`config.mk`:
```
export PLATFORM = sky130hd
export DESIGN_NAME = aps_adc_port
export DESIGN_NICKNAME = d
export VERILOG_FILES = /design/src/rtl/aps_pkg.sv /design/src/rtl/aps_peak_detect.sv /design/src/rtl/aps_adc_port.sv
export SDC_FILE = /design/constraint.sdc
export NUM_CORES = 1
export LEC_CHECK = 0
export ABC_AREA = 1
export BUFFER_PORTS_ARGS = -buffer_cell sky130_fd_sc_hd__buf_2
export CAP_MARGIN = 20
export CORE_MARGIN = 1
export CORE_UTILIZATION = 40
export CTS_CLUSTER_SIZE = 30
export DETAILED_ROUTE_END_ITERATION = 8
export GPL_ROUTABILITY_DRIVEN = 0
export SYNTH_ARGS = -nofsm -noshare
export SYNTH_HDL_FRONTEND = slang
export SYNTH_SLANG_ARGS = --single-unit
export TNS_END_PERCENT = 1
```
`constraint.sdc`:
```
create_clock -name clock -period 8.9 [get_ports clock]
set_input_delay 1.335 -clock clock [delete_from_list [all_inputs] [get_ports clock]]
set_output_delay 1.335 -clock clock [all_outputs]
set_load 0.02 [all_outputs]
```
`src/rtl/aps_pkg.sv`:
```
// Constants shared by the ADC peak and serial clocking block
package aps_pkg;
  localparam int SAMPLE_W      = 24;
  localparam int PEAK_W        = 6;
  localparam int NUM_CHANNELS  = 2;
  localparam int MAX_RATE_KHZ  = 96;
  localparam int CNT_W         = 9;
  // Frame lengths in internal clock cycles
  localparam int FRAME_SLOW    = 512;
  localparam int FRAME_FAST    = 256;
  // Decimation ratios per rate class
  localparam logic [7:0] OSR_SLOW = 8'h80;
  localparam logic [7:0] OSR_FAST = 8'h40;
  // Peak code limits and dB per bit of magnitude
  localparam logic [PEAK_W-1:0] PEAK_FLOOR = 6'h3F;
  localparam int DB_PER_BIT   = 6;
  localparam int MSB_POS      = 23;
  // Word width selector codes
  localparam logic [1:0] WIDTH_16 = 2'h0;
  localparam logic [1:0] WIDTH_20 = 2'h1;
  localparam logic [23:0] MASK_16 = 24'hFFFF00;
  localparam logic [23:0] MASK_20 = 24'hFFFFF0;
  localparam logic [23:0] MASK_24 = 24'hFFFFFF;
  // Reset values
  localparam logic [CNT_W-1:0] CNT_RST = 9'h000;
  localparam int BUF_DEPTH    = 2;
endpackage

```
`src/rtl/aps_peak_detect.sv`:
```
// Per-channel peak detector with clear-on-read
`timescale 1ns/1ns
module aps_peak_detect
  import aps_pkg::*;
#(
  parameter int W = SAMPLE_W
) (
  input  wire logic              clock,
  input  wire logic              rst,
  input  wire logic [W-1:0]      sample,
  input  wire logic              sample_valid,
  input  wire logic              peak_read,
  output logic      [PEAK_W-1:0] peak
);
  // ***************************************************
  // Magnitude and running maximum
  // ***************************************************
  logic [W-1:0] max_reg;
  logic [W-1:0] max_next;
  logic [W-1:0] mag;
  logic [W-1:0] base;
  logic         bigger;

  assign mag    = sample[W-1] ? W'(~sample + 1'b1) : sample;
  assign bigger = sample_valid && (mag > base);
  // Read clears, but a sample arriving with the read still counts
  assign base     = peak_read ? '0 : max_reg;
  assign max_next = bigger ? mag : base;

  // ***************************************************
  // Conversion to whole dB below full scale
  // ***************************************************
  logic [4:0] lead;
  logic [W-1:0] norm;
  logic [2:0] frac;
  logic [2:0] frac_db;
  logic [7:0] coarse;
  logic [7:0] code_wide;
  logic [PEAK_W-1:0] code;

  always_comb begin
    lead = 5'(MSB_POS);
    for (int i = 0; i <= MSB_POS; i++) begin
      if (max_next[i]) begin
        lead = 5'(MSB_POS - i);
      end
    end
  end

  assign norm    = max_next << lead;
  assign frac    = norm[W-2 -: 3];
  assign frac_db = (frac == 3'h0) ? 3'h0 :
                   (frac == 3'h1) ? 3'h1 :
                   (frac == 3'h2) ? 3'h2 :
                   (frac == 3'h3) ? 3'h3 :
                   (frac <= 3'h5) ? 3'h4 : 3'h5;
  assign coarse    = 8'(DB_PER_BIT) * {3'h0, lead};
  assign code_wide = (coarse > {5'h00, frac_db}) ?
                     8'(coarse - {5'h00, frac_db}) : 8'h00;
  // 1 dB steps, saturating at the floor code 63 (PEAK_FLOOR)
  assign code = (max_next == '0 || code_wide > 8'(PEAK_FLOOR)) ?
                PEAK_FLOOR : code_wide[PEAK_W-1:0];

  always_ff @(posedge clock or posedge rst) begin
    if (rst) begin
      max_reg <= '0;
      peak    <= PEAK_FLOOR;
    end else begin
      max_reg <= max_next;
      peak    <= code;
    end
  end
endmodule

```
`src/rtl/aps_adc_port.sv`:
```
// Stereo ADC digital side: clocking, serial output, peak levels
//
// Behaviour
// - Two ADC channels form one stereo pair, rates up to 96 kHz.
// - Decimation ratio is 128 in the 48 kHz class, 64 in 96 kHz.
// - Each channel reports its peak as a 6-bit code, 0 to -63 dB.
// - Peak value holds until read; the read clears it for new capture.
// - Both channels share one bit clock and one frame clock.
// - Strap high makes clock pins inputs, strap low makes them outputs.
// - With output pins the block generates bit and frame clocks itself.
// - I2S default: word starts one bit clock after the frame edge.
// - Samples are two's complement, 16, 20 or 24 bits wide.
// - Sample rate is internal clock /512, or /256 when selected.
// - Peak reads arrive as one read strobe input per channel.
`timescale 1ns/1ns
module aps_adc_port
  import aps_pkg::*;
#(
  parameter int W = SAMPLE_W
) (
  input  wire logic              clock,
  input  wire logic              rst,
  input  wire logic              ms_strap_pin,
  input  wire logic              adc_bit_clock_in,
  input  wire logic              adc_frame_clock_in,
  input  wire logic              rate_fast_sel,
  input  wire logic [1:0]        word_width_sel,
  input  wire logic [W-1:0]      sample_left,
  input  wire logic [W-1:0]      sample_right,
  input  wire logic              sample_valid,
  output logic                   sample_ready,
  input  wire logic              peak_read_left,
  input  wire logic              peak_read_right,
  output logic      [PEAK_W-1:0] peak_left,
  output logic      [PEAK_W-1:0] peak_right,
  output logic                   adc_bit_clock_out,
  output logic                   adc_bit_clock_oe,
  output logic                   adc_frame_clock_out,
  output logic                   adc_frame_clock_oe,
  output logic                   adc_serial_out,
  output logic      [7:0]        decim_ratio,
  output logic                   master_mode
);
  // ***************************************************
  // Pin synchronisers
  // ***************************************************
  logic [1:0] strap_sync_reg;
  logic [1:0] bclk_sync_reg;
  logic [1:0] fclk_sync_reg;

  always_ff @(posedge clock or posedge rst) begin
    if (rst) begin
      // Pins stay inputs until the strap is known
      strap_sync_reg <= 2'h3;
      bclk_sync_reg  <= 2'h0;
      fclk_sync_reg  <= 2'h0;
    end else begin
      strap_sync_reg <= {strap_sync_reg[0], ms_strap_pin};
      bclk_sync_reg  <= {bclk_sync_reg[0], adc_bit_clock_in};
      fclk_sync_reg  <= {fclk_sync_reg[0], adc_frame_clock_in};
    end
  end

  // ***************************************************
  // Mode and rate
  // ***************************************************
  logic       master_next;
  logic [7:0] decim_next;

  assign master_next = ~strap_sync_reg[1];
  assign decim_next  = rate_fast_sel ? OSR_FAST : OSR_SLOW;

  // ***************************************************
  // Internal clock generation
  // ***************************************************
  logic [CNT_W-1:0] cnt_reg;
  logic [CNT_W-1:0] cnt_next;
  logic             gen_bclk;
  logic             gen_fclk;

  // Frame of 512 or 256 internal clocks, 64 bit clocks each
  assign cnt_next = rate_fast_sel ?
                    {1'b0, 8'(cnt_reg[7:0] + 8'h01)} :
                    9'(cnt_reg + 9'h001);
  assign gen_bclk = rate_fast_sel ? cnt_reg[1] : cnt_reg[2];
  assign gen_fclk = rate_fast_sel ? cnt_reg[7] : cnt_reg[8];

  always_ff @(posedge clock or posedge rst) begin
    if (rst) begin
      cnt_reg             <= CNT_RST;
      master_mode         <= 1'b0;
      decim_ratio         <= OSR_SLOW;
      adc_bit_clock_out   <= 1'b0;
      adc_frame_clock_out <= 1'b0;
      adc_bit_clock_oe    <= 1'b0;
      adc_frame_clock_oe  <= 1'b0;
    end else begin
      cnt_reg             <= cnt_next;
      master_mode         <= master_next;
      decim_ratio         <= decim_next;
      adc_bit_clock_out   <= master_next & gen_bclk;
      adc_frame_clock_out <= master_next & gen_fclk;
      adc_bit_clock_oe    <= master_next;
      adc_frame_clock_oe  <= master_next;
    end
  end

  // ***************************************************
  // Shared clock edge detection
  // ***************************************************
  logic src_bclk;
  logic src_fclk;
  logic bclk_prev_reg;
  logic fclk_last_reg;
  logic bclk_fall;
  logic frame_edge;

  // Slave mode follows the controller's clocks
  assign src_bclk  = master_mode ? adc_bit_clock_out : bclk_sync_reg[1];
  assign src_fclk  = master_mode ? adc_frame_clock_out :
                     fclk_sync_reg[1];
  assign bclk_fall = bclk_prev_reg & ~src_bclk;
  assign frame_edge = bclk_fall && (src_fclk != fclk_last_reg);

  always_ff @(posedge clock or posedge rst) begin
    if (rst) begin
      bclk_prev_reg <= 1'b0;
      fclk_last_reg <= 1'b0;
    end else begin
      bclk_prev_reg <= src_bclk;
      if (bclk_fall) begin
        fclk_last_reg <= src_fclk;
      end
    end
  end

  // ***************************************************
  // Two-entry sample buffer
  // ***************************************************
  logic [2*W-1:0] buf_mem [BUF_DEPTH];
  logic           wr_ptr_reg;
  logic           rd_ptr_reg;
  logic [1:0]     count_reg;
  logic [1:0]     count_next;
  logic           push;
  logic           pop;
  logic           buf_valid;
  logic [2*W-1:0] buf_head;

  assign buf_valid  = (count_reg != 2'h0);
  assign buf_head   = buf_mem[rd_ptr_reg];
  assign push       = sample_valid && sample_ready;
  // Left slot start of each frame drains one stereo pair
  assign pop        = frame_edge && !src_fclk && buf_valid;
  assign count_next = 2'(count_reg + {1'b0, push} - {1'b0, pop});

  always_ff @(posedge clock or posedge rst) begin
    if (rst) begin
      wr_ptr_reg   <= 1'b0;
      rd_ptr_reg   <= 1'b0;
      count_reg    <= 2'h0;
      sample_ready <= 1'b0;
    end else begin
      if (push) begin
        buf_mem[wr_ptr_reg] <= {sample_left, sample_right};
        wr_ptr_reg          <= ~wr_ptr_reg;
      end
      if (pop) begin
        rd_ptr_reg <= ~rd_ptr_reg;
      end
      count_reg    <= count_next;
      sample_ready <= (count_next != 2'(BUF_DEPTH));
    end
  end

  // ***************************************************
  // Serial output shifter
  // ***************************************************
  logic [W-1:0] width_mask;
  logic [W-1:0] right_hold_reg;
  logic [W-1:0] load_word;
  logic [W-1:0] shift_reg;

  assign width_mask = (word_width_sel == WIDTH_16) ? MASK_16 :
                      (word_width_sel == WIDTH_20) ? MASK_20 :
                      MASK_24;
  assign load_word = !src_fclk ?
                     (pop ? buf_head[2*W-1:W] : '0) :
                     right_hold_reg;

  always_ff @(posedge clock or posedge rst) begin
    if (rst) begin
      right_hold_reg <= '0;
      shift_reg      <= '0;
      adc_serial_out <= 1'b0;
    end else begin
      if (frame_edge && !src_fclk) begin
        right_hold_reg <= pop ? buf_head[W-1:0] : '0;
      end
      if (frame_edge) begin
        // Gap bit at the frame edge, MSB one bit clock later
        shift_reg      <= load_word & width_mask;
        adc_serial_out <= 1'b0;
      end else if (bclk_fall) begin
        adc_serial_out <= shift_reg[W-1];
        shift_reg      <= {shift_reg[W-2:0], 1'b0};
      end
    end
  end

  // ***************************************************
  // Peak detectors
  // ***************************************************
  // Read strobes come from the peak_read_left and peak_read_right inputs
  aps_peak_detect #(.W(W)) u_peak_left (
    .clock        (clock),
    .rst          (rst),
    .sample       (buf_head[2*W-1:W]),
    .sample_valid (pop),
    .peak_read    (peak_read_left),
    .peak         (peak_left)
  );

  aps_peak_detect #(.W(W)) u_peak_right (
    .clock        (clock),
    .rst          (rst),
    .sample       (buf_head[W-1:0]),
    .sample_valid (pop),
    .peak_read    (peak_read_right),
    .peak         (peak_right)
  );
endmodule

```
==> flow_metrics.env, run 1 <==
export IMPL_first_global_vias=11151
export IMPL_hp_class="reg -> reg"
export IMPL_worstSetupStartpointType="flip-flop"
export IMPL_timing_max_cap_violations=0
export IMPL_cts_setup_buffers=0
export IMPL_antenna_found_initial=5
export IMPL_post_route_cells_drive_above_1_share_pct=15.6
export IMPL_wl_per_instance_um=15.1
export IMPL_rsz0062_at_grt="false"
export IMPL_drtIter0Drc=763
export IMPL_worst_setup_path_end_kind="flip-flop"
export IMPL_pin_count_of_the_biggest_net_entering_global_routing=82
export IMPL_first_pass_grt_wire_length_um=56600
export IMPL_period_minus_ws_final_ps=7960
export IMPL_synth_area_leaders="sky130_fd_sc_hd__dfrtp_1 21%, sky130_fd_sc_hd__edfxtp_1 20%, sky130_fd_sc_hd__nand2_1 11%, sky130_fd_sc_hd__ha_1 6.0%, sky130_fd_sc_hd__inv_1 5.9%"
export IMPL_worstMarginPinSlew_ps=841
export IMPL_synth_ff_latch_count=232
export IMPL_flip_flop_count_of_the_largest_register_after_layout=96
export IMPL_synth_cell_area_um2=14300
export IMPL_layout_cell_area_non_filler_um2=16100
export IMPL_final_setup_tns_ps=0
export IMPL_clock_path_buffers=3
export IMPL_io_buffers=79
export IMPL_insertion_delay_ps=550
export IMPL_synthesis_area_per_instance_um2=8.32
export IMPL_dieArea_um2=36600
export IMPL_clock_root_buffer="sky130_fd_sc_hd__clkbuf_16"
export IMPL_die_height_um=191
export IMPL_layout_area_overhead_vs_synth_pct=12.6
export IMPL_cts_htree_levels=1
export IMPL_final_min_period_over_clock_period_pct=89.5
export IMPL_rows=68
export IMPL_vias_per_cell=5.05
export IMPL_crit_path_max_cell_delay_ps=380
export IMPL_total_clock_sinks=232
export IMPL_regMostFlops="buf_mem"
export IMPL_detail_route_wirelength_um=34300
export IMPL_cp_common_cell="sky130_fd_sc_hd__nand2_1"
export IMPL_timing_max_transition_violations_final=0
export IMPL_final_hold_viol_count=0
export IMPL_critPathMaxFanout=27
export IMPL_design_portCount=86
export IMPL_gr_usage_all_layers_pct=19.2
export IMPL_die_width_um=191
export IMPL_post_synth_top_area_cell="sky130_fd_sc_hd__dfrtp_1"
export IMPL_timing_critical_path_arrival_ps=8410
export IMPL_ys_seq_area_share_pct=44.0
export IMPL_yosysTopAreaCellShare_pct=21.1
export IMPL_most_common_cell_after_layout_fill_and_taps_aside="sky130_fd_sc_hd__nand2_1"
export IMPL_initial_core_util_pct=41.1
export IMPL_synthCells=1722
export IMPL_filler_cell_count=3432
export IMPL_worstSetupPathType="reg -> reg"
export IMPL_layout_nets=1923
export IMPL_top_library_cells_by_usage_in_the_layout_fill_and_taps_aside="414 x sky130_fd_sc_hd__nand2_1, 222 x sky130_fd_sc_hd__inv_1, 165 x sky130_fd_sc_hd__nand3_1"
export IMPL_dr_total_vias=11459
export IMPL_clock_tree_from_tritoncts="done"
export IMPL_placed_cell_area_um2=15000
export IMPL_antenna_violating_nets_post_route=0
export IMPL_timing_slew_headroom_pct=43.3
export IMPL_synthesis_yosys_warnings=0
export IMPL_drc=0
export IMPL_cts_inserted_buffers=28
export IMPL_dr_pass1_iters=5
export IMPL_outcome="completed"
export IMPL_core_area_um2=34900
export IMPL_fmaxAchievable_ghz=0.126
export IMPL_yosysUniqueCellTypes=58
export IMPL_cts_clk_slew_worst_paths_ps=60
export IMPL_crit_slowest_cell="sky130_fd_sc_hd__fa_1"
export IMPL_globalRoute_totalOverflow=0
export IMPL_place_detailed_hpwl_um=25200
export IMPL_setup_viol=0
export IMPL_worstPathRequired_ps=9350
export IMPL_clock_skew_final_ps=17.6
==> cells in the mapped netlist, drive strengths merged <==
master and count:
nand2 428, inv 244, nand3 175, dfrtp 121
o21ai 110, nor2 103, edfxtp 96, ha 69
xor2 50, or2 49, o22ai 46, buf 37
a21oi 36, nand4 27, clkbuf 23, o221ai 23
dfstp 15, nor3 11, o21a 10, xnor2 10
a21o 6, fa 4, mux2i 4, o31ai 4
clkinv 3, nor3b 3, o211ai 3, a21boi 2
a31oi 2, and2 2, nand3b 2, a2111o 1
a31o 1, and3 1, conb 1
==> area by class of cell <==
cell class / count / area [µm²] / area share [%]
diodes: 2 / 5.00 / 0.0310
clock buffers: 36 / 816 / 5.06
clock inverters: 16 / 219 / 1.36
inverters: 247 / 932 / 5.78
multi-input cells: 1188 / 6750 / 41.9
flip-flops and latches: 232 / 6310 / 39.1
well taps: 455 / 569 / 3.53
repair buffers: 94 / 532 / 3.30
==> metrics by stage <==
stage | hold slack (ps) | setup WS [ps] | utilization (%) | cells
2_1_floorplan | 331 | 2310 | - | 1727
3_3_place_gp | 331 | 425 | 43.1 | 2215
3_5_place_dp | 341 | 372 | 43.1 | 2215
4_1_cts | 354 | 334 | 46.1 | 2267
5_1_grt | 362 | 34.7 | 46.2 | 2268
6_report | 351 | 938 | 46.2 | 2270
==> cells by family (layout without fill, tap and decap cells) <==
family                     after synthesis  after routing  share of synthesized area [%]
and+or+nand+nor                        801            801                           25.3
buffers and inverters                  307            393                           9.16
AOI/OAI and AO/OA                      244            244                           10.8
DFF                                    232            232                           44.0
adders and majority gates               73             73                           6.59
xor gates and xnor gates                60             60                           3.77
muxes                                    4              4                          0.280
other                                    1              8                         0.0262
==> metal layers <==
layer / up-vias / GRT usage [%] / wire length [µm]
met2: 213 / 33.2 / 16600
met4: 6 / 4.61 / 574
met3: 51 / 2.99 / 1490
li1: 5826 / - / -
met1: 5363 / 24.9 / 15700
met5: - / 0 / 40
==> worst max-delay path, delay by kind of cell (launching register included) <==
kind / cells / cell delay [ps]
flops: 1 / 370
fa+ha+maj: 2 / 700
simple gates: 24 / 3450
compound gates: 10 / 1760
buf+inv: 9 / 1320
xor+xnor: 1 / 210
==> final timing paths <==
kind                             startpoint                  end  slack, ps  cells after the start
min reg2reg                bclk_sync_reg[0]     bclk_sync_reg[1]        350                      0
max                              rd_ptr_reg  u_peak_left.peak[0]        940                     46
max in group asynchronous               rst   right_hold_reg[17]       6990                      4
max reg2reg                      rd_ptr_reg  u_peak_left.peak[0]        940                     46
min                        bclk_sync_reg[0]     bclk_sync_reg[1]        350                      0
min in group asynchronous               rst           wr_ptr_reg        840                      2
==> timing repair <==
action | CTS | global route
setup endpoints to repair | 0 | 6
gates resized for setup | 0 | 7
hold buffers | 0 | 0
Power of run 1 is not shown: default switching activity piles up to over one toggle a cycle in this logic, so the estimate is an artifact.
==> inputs of run 2 (changes only) <==
--- a/config.mk
+++ b/config.mk
@@ -13,7 +13,10 @@
 export CTS_CLUSTER_SIZE = 30
 export DETAILED_ROUTE_END_ITERATION = 8
 export GPL_ROUTABILITY_DRIVEN = 0
+export PLACE_DENSITY_LB_ADDON = 0.15
+export SETUP_SLACK_MARGIN = 0.5
 export SYNTH_ARGS = -nofsm -noshare
 export SYNTH_HDL_FRONTEND = slang
+export SYNTH_HIERARCHICAL = 1
 export SYNTH_SLANG_ARGS = --single-unit
 export TNS_END_PERCENT = 1
==> run 2 against run 1 <==
- via count rose by 6.3%
- worst setup slack better by 340 ps
- wire length increased by 11%
- maximum frequency increased by 4.5%
- area after synthesis increased by 3.2%
- sequential share of layout area down 0.89 points
- die area up 3.2%
- global-route usage up 1.2 points
- count of clock-buffer cells in the layout rose by 3
- core utilization down 1.0 points
- non-clock buffer count up 1
- largest cell class unchanged
==> flow_metrics.env, run 2 <==
export IMPL_first_pass_grt_wire_length_um=62200
export IMPL_hp_class="reg -> reg"
export IMPL_setup_viol=0
export IMPL_vias_per_cell=5.04
export IMPL_design_portCount=86
export IMPL_synthCells=1859
export IMPL_cts_htree_levels=1
export IMPL_synth_ff_latch_count=232
export IMPL_crit_slowest_cell="sky130_fd_sc_hd__dfrtp_2"
export IMPL_timing_slew_headroom_pct=50.6
export IMPL_timing_max_transition_violations_final=0
export IMPL_dr_pass1_iters=5
export IMPL_die_width_um=194
export IMPL_fmaxAchievable_ghz=0.131
export IMPL_io_buffers=79
export IMPL_layout_area_overhead_vs_synth_pct=11.7
export IMPL_insertion_delay_ps=560
export IMPL_top_library_cells_by_usage_in_the_layout_fill_and_taps_aside="623 x sky130_fd_sc_hd__nand2_1, 197 x sky130_fd_sc_hd__nand3_1, 180 x sky130_fd_sc_hd__inv_1"
export IMPL_drc=0
export IMPL_total_clock_sinks=232
export IMPL_outcome="completed"
export IMPL_synthesis_area_per_instance_um2=7.95
export IMPL_cts_clk_slew_worst_paths_ps=60
export IMPL_rsz0062_at_grt="true"
export IMPL_detail_route_wirelength_um=38000
export IMPL_antenna_found_initial=0
export IMPL_timing_critical_path_arrival_ps=8100
export IMPL_flip_flop_count_of_the_largest_register_after_layout=96
export IMPL_most_common_cell_after_layout_fill_and_taps_aside="sky130_fd_sc_hd__nand2_1"
export IMPL_worstSetupStartpointType="flip-flop"
export IMPL_gr_usage_all_layers_pct=20.4
export IMPL_yosysTopAreaCellShare_pct=20.5
export IMPL_yosysUniqueCellTypes=60
export IMPL_pin_count_of_the_biggest_net_entering_global_routing=52
export IMPL_final_min_period_over_clock_period_pct=85.6
export IMPL_final_setup_tns_ps=0
export IMPL_synth_async_sr_flop_share_pct=58.6
export IMPL_finished_core_util_pct=45.2
export IMPL_core_area_um2=36500
export IMPL_initial_core_util_pct=40.5
export IMPL_clock_tree_from_tritoncts="done"
export IMPL_dr_total_vias=12182
export IMPL_die_height_um=194
export IMPL_final_hold_viol_count=0
export IMPL_timing_max_cap_violations=0
export IMPL_clock_skew_final_ps=21.6
export IMPL_drtIter0Drc=706
export IMPL_antenna_cells=0
export IMPL_rows=70
export IMPL_cp_common_cell="sky130_fd_sc_hd__nand2_1"
export IMPL_first_global_vias=11926
export IMPL_worst_setup_path_end_kind="flip-flop"
export IMPL_critPathMaxFanout=48
export IMPL_period_minus_ws_final_ps=7620
export IMPL_crit_path_max_cell_delay_ps=430
export IMPL_cts_hold_buffers_added=0
export IMPL_post_synth_most_frequent_cells="625 x sky130_fd_sc_hd__nand2_1, 197 x sky130_fd_sc_hd__nand3_1, 182 x sky130_fd_sc_hd__inv_1, 121 x sky130_fd_sc_hd__dfrtp_1, 96 x sky130_fd_sc_hd__edfxtp_1"
export IMPL_post_route_cells_drive_above_1_share_pct=15.7
export IMPL_wl_per_instance_um=15.7
export IMPL_regMostFlops="buf_mem"
export IMPL_ys_seq_area_share_pct=42.7
export IMPL_synth_most_common_cell="sky130_fd_sc_hd__nand2_1"
export IMPL_synth_area_leaders="sky130_fd_sc_hd__dfrtp_1 20%, sky130_fd_sc_hd__edfxtp_1 20%, sky130_fd_sc_hd__nand2_1 16%, sky130_fd_sc_hd__nand3_1 6.7%, sky130_fd_sc_hd__ha_1 5.8%"
export IMPL_antenna_violating_nets_post_route=0
export IMPL_synth_cell_area_um2=14800
export IMPL_worstSetupPathType="reg -> reg"
export IMPL_worstMarginPinSlew_ps=737
export IMPL_layout_nets=2060
export IMPL_post_synth_top_area_cell="sky130_fd_sc_hd__dfrtp_1"
export IMPL_clock_root_buffer="sky130_fd_sc_hd__clkbuf_16"
export IMPL_cts_inserted_buffers=28
export IMPL_worstPathRequired_ps=9390
export IMPL_synthesis_yosys_warnings=6
export IMPL_dieArea_um2=37700
export IMPL_ys_dominant_reg_cell="sky130_fd_sc_hd__dfrtp_1"
export IMPL_globalRoute_totalOverflow=0
export IMPL_place_detailed_hpwl_um=27400
export IMPL_clock_path_buffers=3
export IMPL_synth_edff_count=96
## run 2: cell types whose count changed in the layout (fill, tap and decap cells not counted), sizes merged, moves of 14 or more
cell    change
inv        -29
nand2     +241
nand3      +36
nor2       -14
nor3       +14
o221ai     -23
o22ai      -46
or2        -43
## run 2: layout make-up
class	instances	area, µm²
Inverter	220	842
Sequential cell	232	6310
Tap cell	468	586
Clock inverter	13	85.1
Fill cell	3660	20000
Multi-Input combinational cell	1352	7380
Timing Repair Buffer	95	536
Clock buffer	39	777
## run 2: kinds of logic after synthesis
family                   share of synthesized area [%]
XOR/XNOR                                          3.38
AND/OR/NAND/NOR                                   31.4
flip-flops                                        42.7
adder cells (fa/ha/maj)                           6.30
AO/OA/AOI/OAI                                     7.55
other                                           0.0254
buffers and inverters                             8.65
## run 2: worst paths after layout
path | depth (start not counted) | to | startpoint | slack (ps)
setup / recovery | 59 | u_peak_left/peak[5] | rd_ptr_reg | 1280
hold / removal | 0 | fclk_sync_reg[1] | fclk_sync_reg[0] | 360
setup reg to reg | 59 | u_peak_left/peak[5] | rd_ptr_reg | 1280
hold reg to reg | 0 | fclk_sync_reg[1] | fclk_sync_reg[0] | 360
max in group asynchronous | 3 | cnt_reg[3] | rst | 6880
min in group asynchronous | 2 | u_peak_right/max_reg[16] | rst | 740
## run 2: worst max-delay path, delay by kind of cell, from the launching register on
kind	cells	cell delay, ps
compound gates	5	1130
xor+xnor	1	190
fa+ha+maj	3	860
buf+inv	7	940
flops	1	430
simple gates	43	3960
## run 2: metal layers
| layer | track usage, % | vias up | share of wire [%] |
|---|---|---|---|
| met2 | 34.1 | 227 | 47 |
| li1 | - | 6166 | - |
| met5 | 0 | - | 0 |
| met4 | 5.26 | 0 | 2.3 |
| met3 | 2.56 | 61 | 4.3 |
| met1 | 27.9 | 5728 | 47 |
## run 2: through the flow
stage / cells / hold WS (ps) / setup WS [ps] / instance area, µm²
2_1_floorplan: 1864 / 331 / 2440 / 14800
6_report: 2419 / 363 / 1280 / 16500
4_1_cts: 2408 / 364 / 561 / 16300
3_3_place_gp: 2356 / 333 / 351 / 15400
3_5_place_dp: 2356 / 336 / 304 / 15400
5_1_grt: 2419 / 368 / 454 / 16500
## run 2: what timing repair did
action	CTS	global route
pin swaps	0	9
endpoints found under the hold margin	0	0
setup endpoints to repair	6	12
gates cloned	0	4
gates resized for setup	1	21
setup buffers	0	7
Power of run 2 is left out for the same reason.
==> inputs of run 3 (changes only) <==
--- a/config.mk
+++ b/config.mk
@@ -17,6 +17,5 @@
 export SETUP_SLACK_MARGIN = 0.5
 export SYNTH_ARGS = -nofsm -noshare
 export SYNTH_HDL_FRONTEND = slang
-export SYNTH_HIERARCHICAL = 1
 export SYNTH_SLANG_ARGS = --single-unit
 export TNS_END_PERCENT = 1
==> constraint.sdc (replaced) <==
create_clock -name clock -period 8.3 [get_ports clock]
set_input_delay 1.245 -clock clock [delete_from_list [all_inputs] [get_ports clock]]
set_output_delay 1.245 -clock clock [all_outputs]
set_load 0.02 [all_outputs]
==> run 3 against run 2 <==
- clock skew rose by 4.4 ps
- worst setup slack got worse by 390 ps
- critical path depth fell by 13
- first-iteration DRC count fell by 2.7%
- core utilization rose by 3.7 points
- worst hold slack got worse by 16 ps
==> flow_metrics.env, run 3 (synthesized netlist as in run 1, its figures left out) <==
export IMPL_outcome="completed"
export IMPL_timing_slew_headroom_pct=42.7
export IMPL_antenna_found_initial=2
export IMPL_die_width_um=191
export IMPL_timing_max_transition_violations_final=0
export IMPL_fmaxAchievable_ghz=0.135
export IMPL_crit_path_max_cell_delay_ps=550
export IMPL_crit_reg2reg_launch="rd_ptr_reg"
export IMPL_rrSetupSlack_ps=900
export IMPL_io_buffers=79
export IMPL_most_common_cell_after_layout_fill_and_taps_aside="sky130_fd_sc_hd__nand2_1"
export IMPL_initial_core_util_pct=41.1
export IMPL_worst_setup_path_end_kind="flip-flop"
export IMPL_cts_inserted_buffers=29
export IMPL_worstMarginPinSlew_ps=858
export IMPL_timing_max_cap_violations=0
export IMPL_place_detailed_hpwl_um=26300
export IMPL_critPathMaxFanout=20
export IMPL_wl_per_instance_um=15.9
export IMPL_final_setup_tns_ps=0
export IMPL_layout_area_overhead_vs_synth_pct=19.1
export IMPL_pin_count_of_the_biggest_net_entering_global_routing=77
export IMPL_worstSetupStartpointType="flip-flop"
export IMPL_antenna_cells=0
export IMPL_layout_nets=1989
export IMPL_setup_viol=0
export IMPL_post_route_cells_drive_above_1_share_pct=21.5
export IMPL_clock_skew_final_ps=25.9
export IMPL_final_hold_viol_count=0
export IMPL_clock_path_buffers=3
export IMPL_final_min_period_over_clock_period_pct=89.2
export IMPL_worstPathRequired_ps=8750
export IMPL_period_minus_ws_final_ps=7400
export IMPL_cts_hold_buffers_added=0
export IMPL_timing_critical_path_arrival_ps=7860
export IMPL_filler_cell_count=3371
export IMPL_top_library_cells_by_usage_in_the_layout_fill_and_taps_aside="393 x sky130_fd_sc_hd__nand2_1, 222 x sky130_fd_sc_hd__inv_1, 148 x sky130_fd_sc_hd__nand3_1"
export IMPL_vias_per_cell=5.10
export IMPL_dr_total_vias=11913
export IMPL_rr_endpoint="u_peak_right.peak[2]"
export IMPL_startpoint_of_the_worst_setup_timing_path="rd_ptr_reg"
export IMPL_post_layout_nonfiller_instances=2335
export IMPL_placed_cells=2243
export IMPL_crit_slowest_cell="sky130_fd_sc_hd__a2111o_1"
export IMPL_clock_tree_from_tritoncts="done"
export IMPL_flip_flop_count_of_the_largest_register_after_layout=96
export IMPL_insertion_delay_ps=570
export IMPL_rsz0062_at_grt="true"
export IMPL_cts_htree_levels=1
export IMPL_globalRoute_totalOverflow=0
export IMPL_antenna_violating_nets_post_route=0
export IMPL_die_height_um=191
export IMPL_design_portCount=86
export IMPL_first_pass_grt_wire_length_um=58600
export IMPL_regMostFlops="buf_mem"
export IMPL_cp_common_cell="sky130_fd_sc_hd__nand2_1"
export IMPL_rows=68
export IMPL_drc=0
export IMPL_worst_r2r_cell_count=46
export IMPL_core_area_um2=34900
export IMPL_gr_usage_all_layers_pct=19.9
export IMPL_clock_root_buffer="sky130_fd_sc_hd__clkbuf_16"
export IMPL_cts_clk_slew_worst_paths_ps=60
export IMPL_critical_path_endpoint="u_peak_right.peak[2]"
export IMPL_dieArea_um2=36600
export IMPL_worstSetupPathType="reg -> reg"
export IMPL_hp_class="reg -> reg"
export IMPL_total_clock_sinks=232
export IMPL_detail_route_wirelength_um=37000
export IMPL_first_global_vias=11238
export IMPL_drtIter0Drc=687
export IMPL_dr_pass1_iters=5
[run 3: cell count changes in the layout (fill, tap and decap cells not counted), sizes merged, moves of 14 or more]
cell	previous run	this run
buf	95	151
inv	217	245
nand2	669	434
nand3	211	175
nor2	89	103
nor3	25	11
o221ai	0	23
o22ai	0	46
or2	6	49
[run 3: area by class of cell]
type | instances | area, µm² | share of cell area, %
inverters | 247 | 942 | 5.52
repair buffers | 153 | 1060 | 6.20
flip-flops and latches | 232 | 6310 | 37.0
clock buffers | 41 | 822 | 4.82
clock inverters | 13 | 130 | 0.763
well taps | 455 | 569 | 3.34
multi-input cells | 1194 | 7230 | 42.4
[run 3: layer usage]
layer / wire [µm] / global-route usage (%)
met1: 16700 / 26.9
met2: 18200 / 34.1
met3: 1390 / 2.22
met4: 703 / 4.55
met5: 13 / 0
[run 3: critical path, delay by kind of cell, from the launching register on]
kind,cells,cell delay (ps)
xor+xnor,1,120
flops,1,470
compound gates,3,1000
simple gates,34,4000
fa+ha+maj,2,660
buf+inv,6,1000
[run 3: how the worst min path moves through the flow]
stage                          start          endpoint  slack (ps)  cells past startpoint
floorplan           bclk_sync_reg[0]  bclk_sync_reg[1]         330                      0
global placement    fclk_sync_reg[0]  fclk_sync_reg[1]         330                      0
detailed placement  bclk_sync_reg[0]  bclk_sync_reg[1]         340                      0
CTS                 bclk_sync_reg[0]  bclk_sync_reg[1]         350                      0
global route        bclk_sync_reg[0]  bclk_sync_reg[1]         350                      0
finish              bclk_sync_reg[0]  bclk_sync_reg[1]         350                      0
[run 3: through the flow]
| step | hold slack (ps) | setup WS (ps) | util [%] | cell area [µm²] |
|---|---|---|---|---|
| floorplan | 331 | 1760 | - | 14300 |
| detailed placement | 336 | 273 | 43.8 | 15300 |
| global route | 355 | 372 | 48.9 | 17100 |
| CTS | 348 | 444 | 46.6 | 16300 |
| finish | 347 | 896 | 48.9 | 17100 |
| global placement | 333 | 422 | 43.8 | 15300 |
[run 3: timing repair]
item	CTS	global route
endpoints found under the setup margin	12	12
gates cloned	0	8
setup buffers	0	30
gates resized for setup	3	108
pin swaps	0	61
Power of run 3 is left out for the same reason.
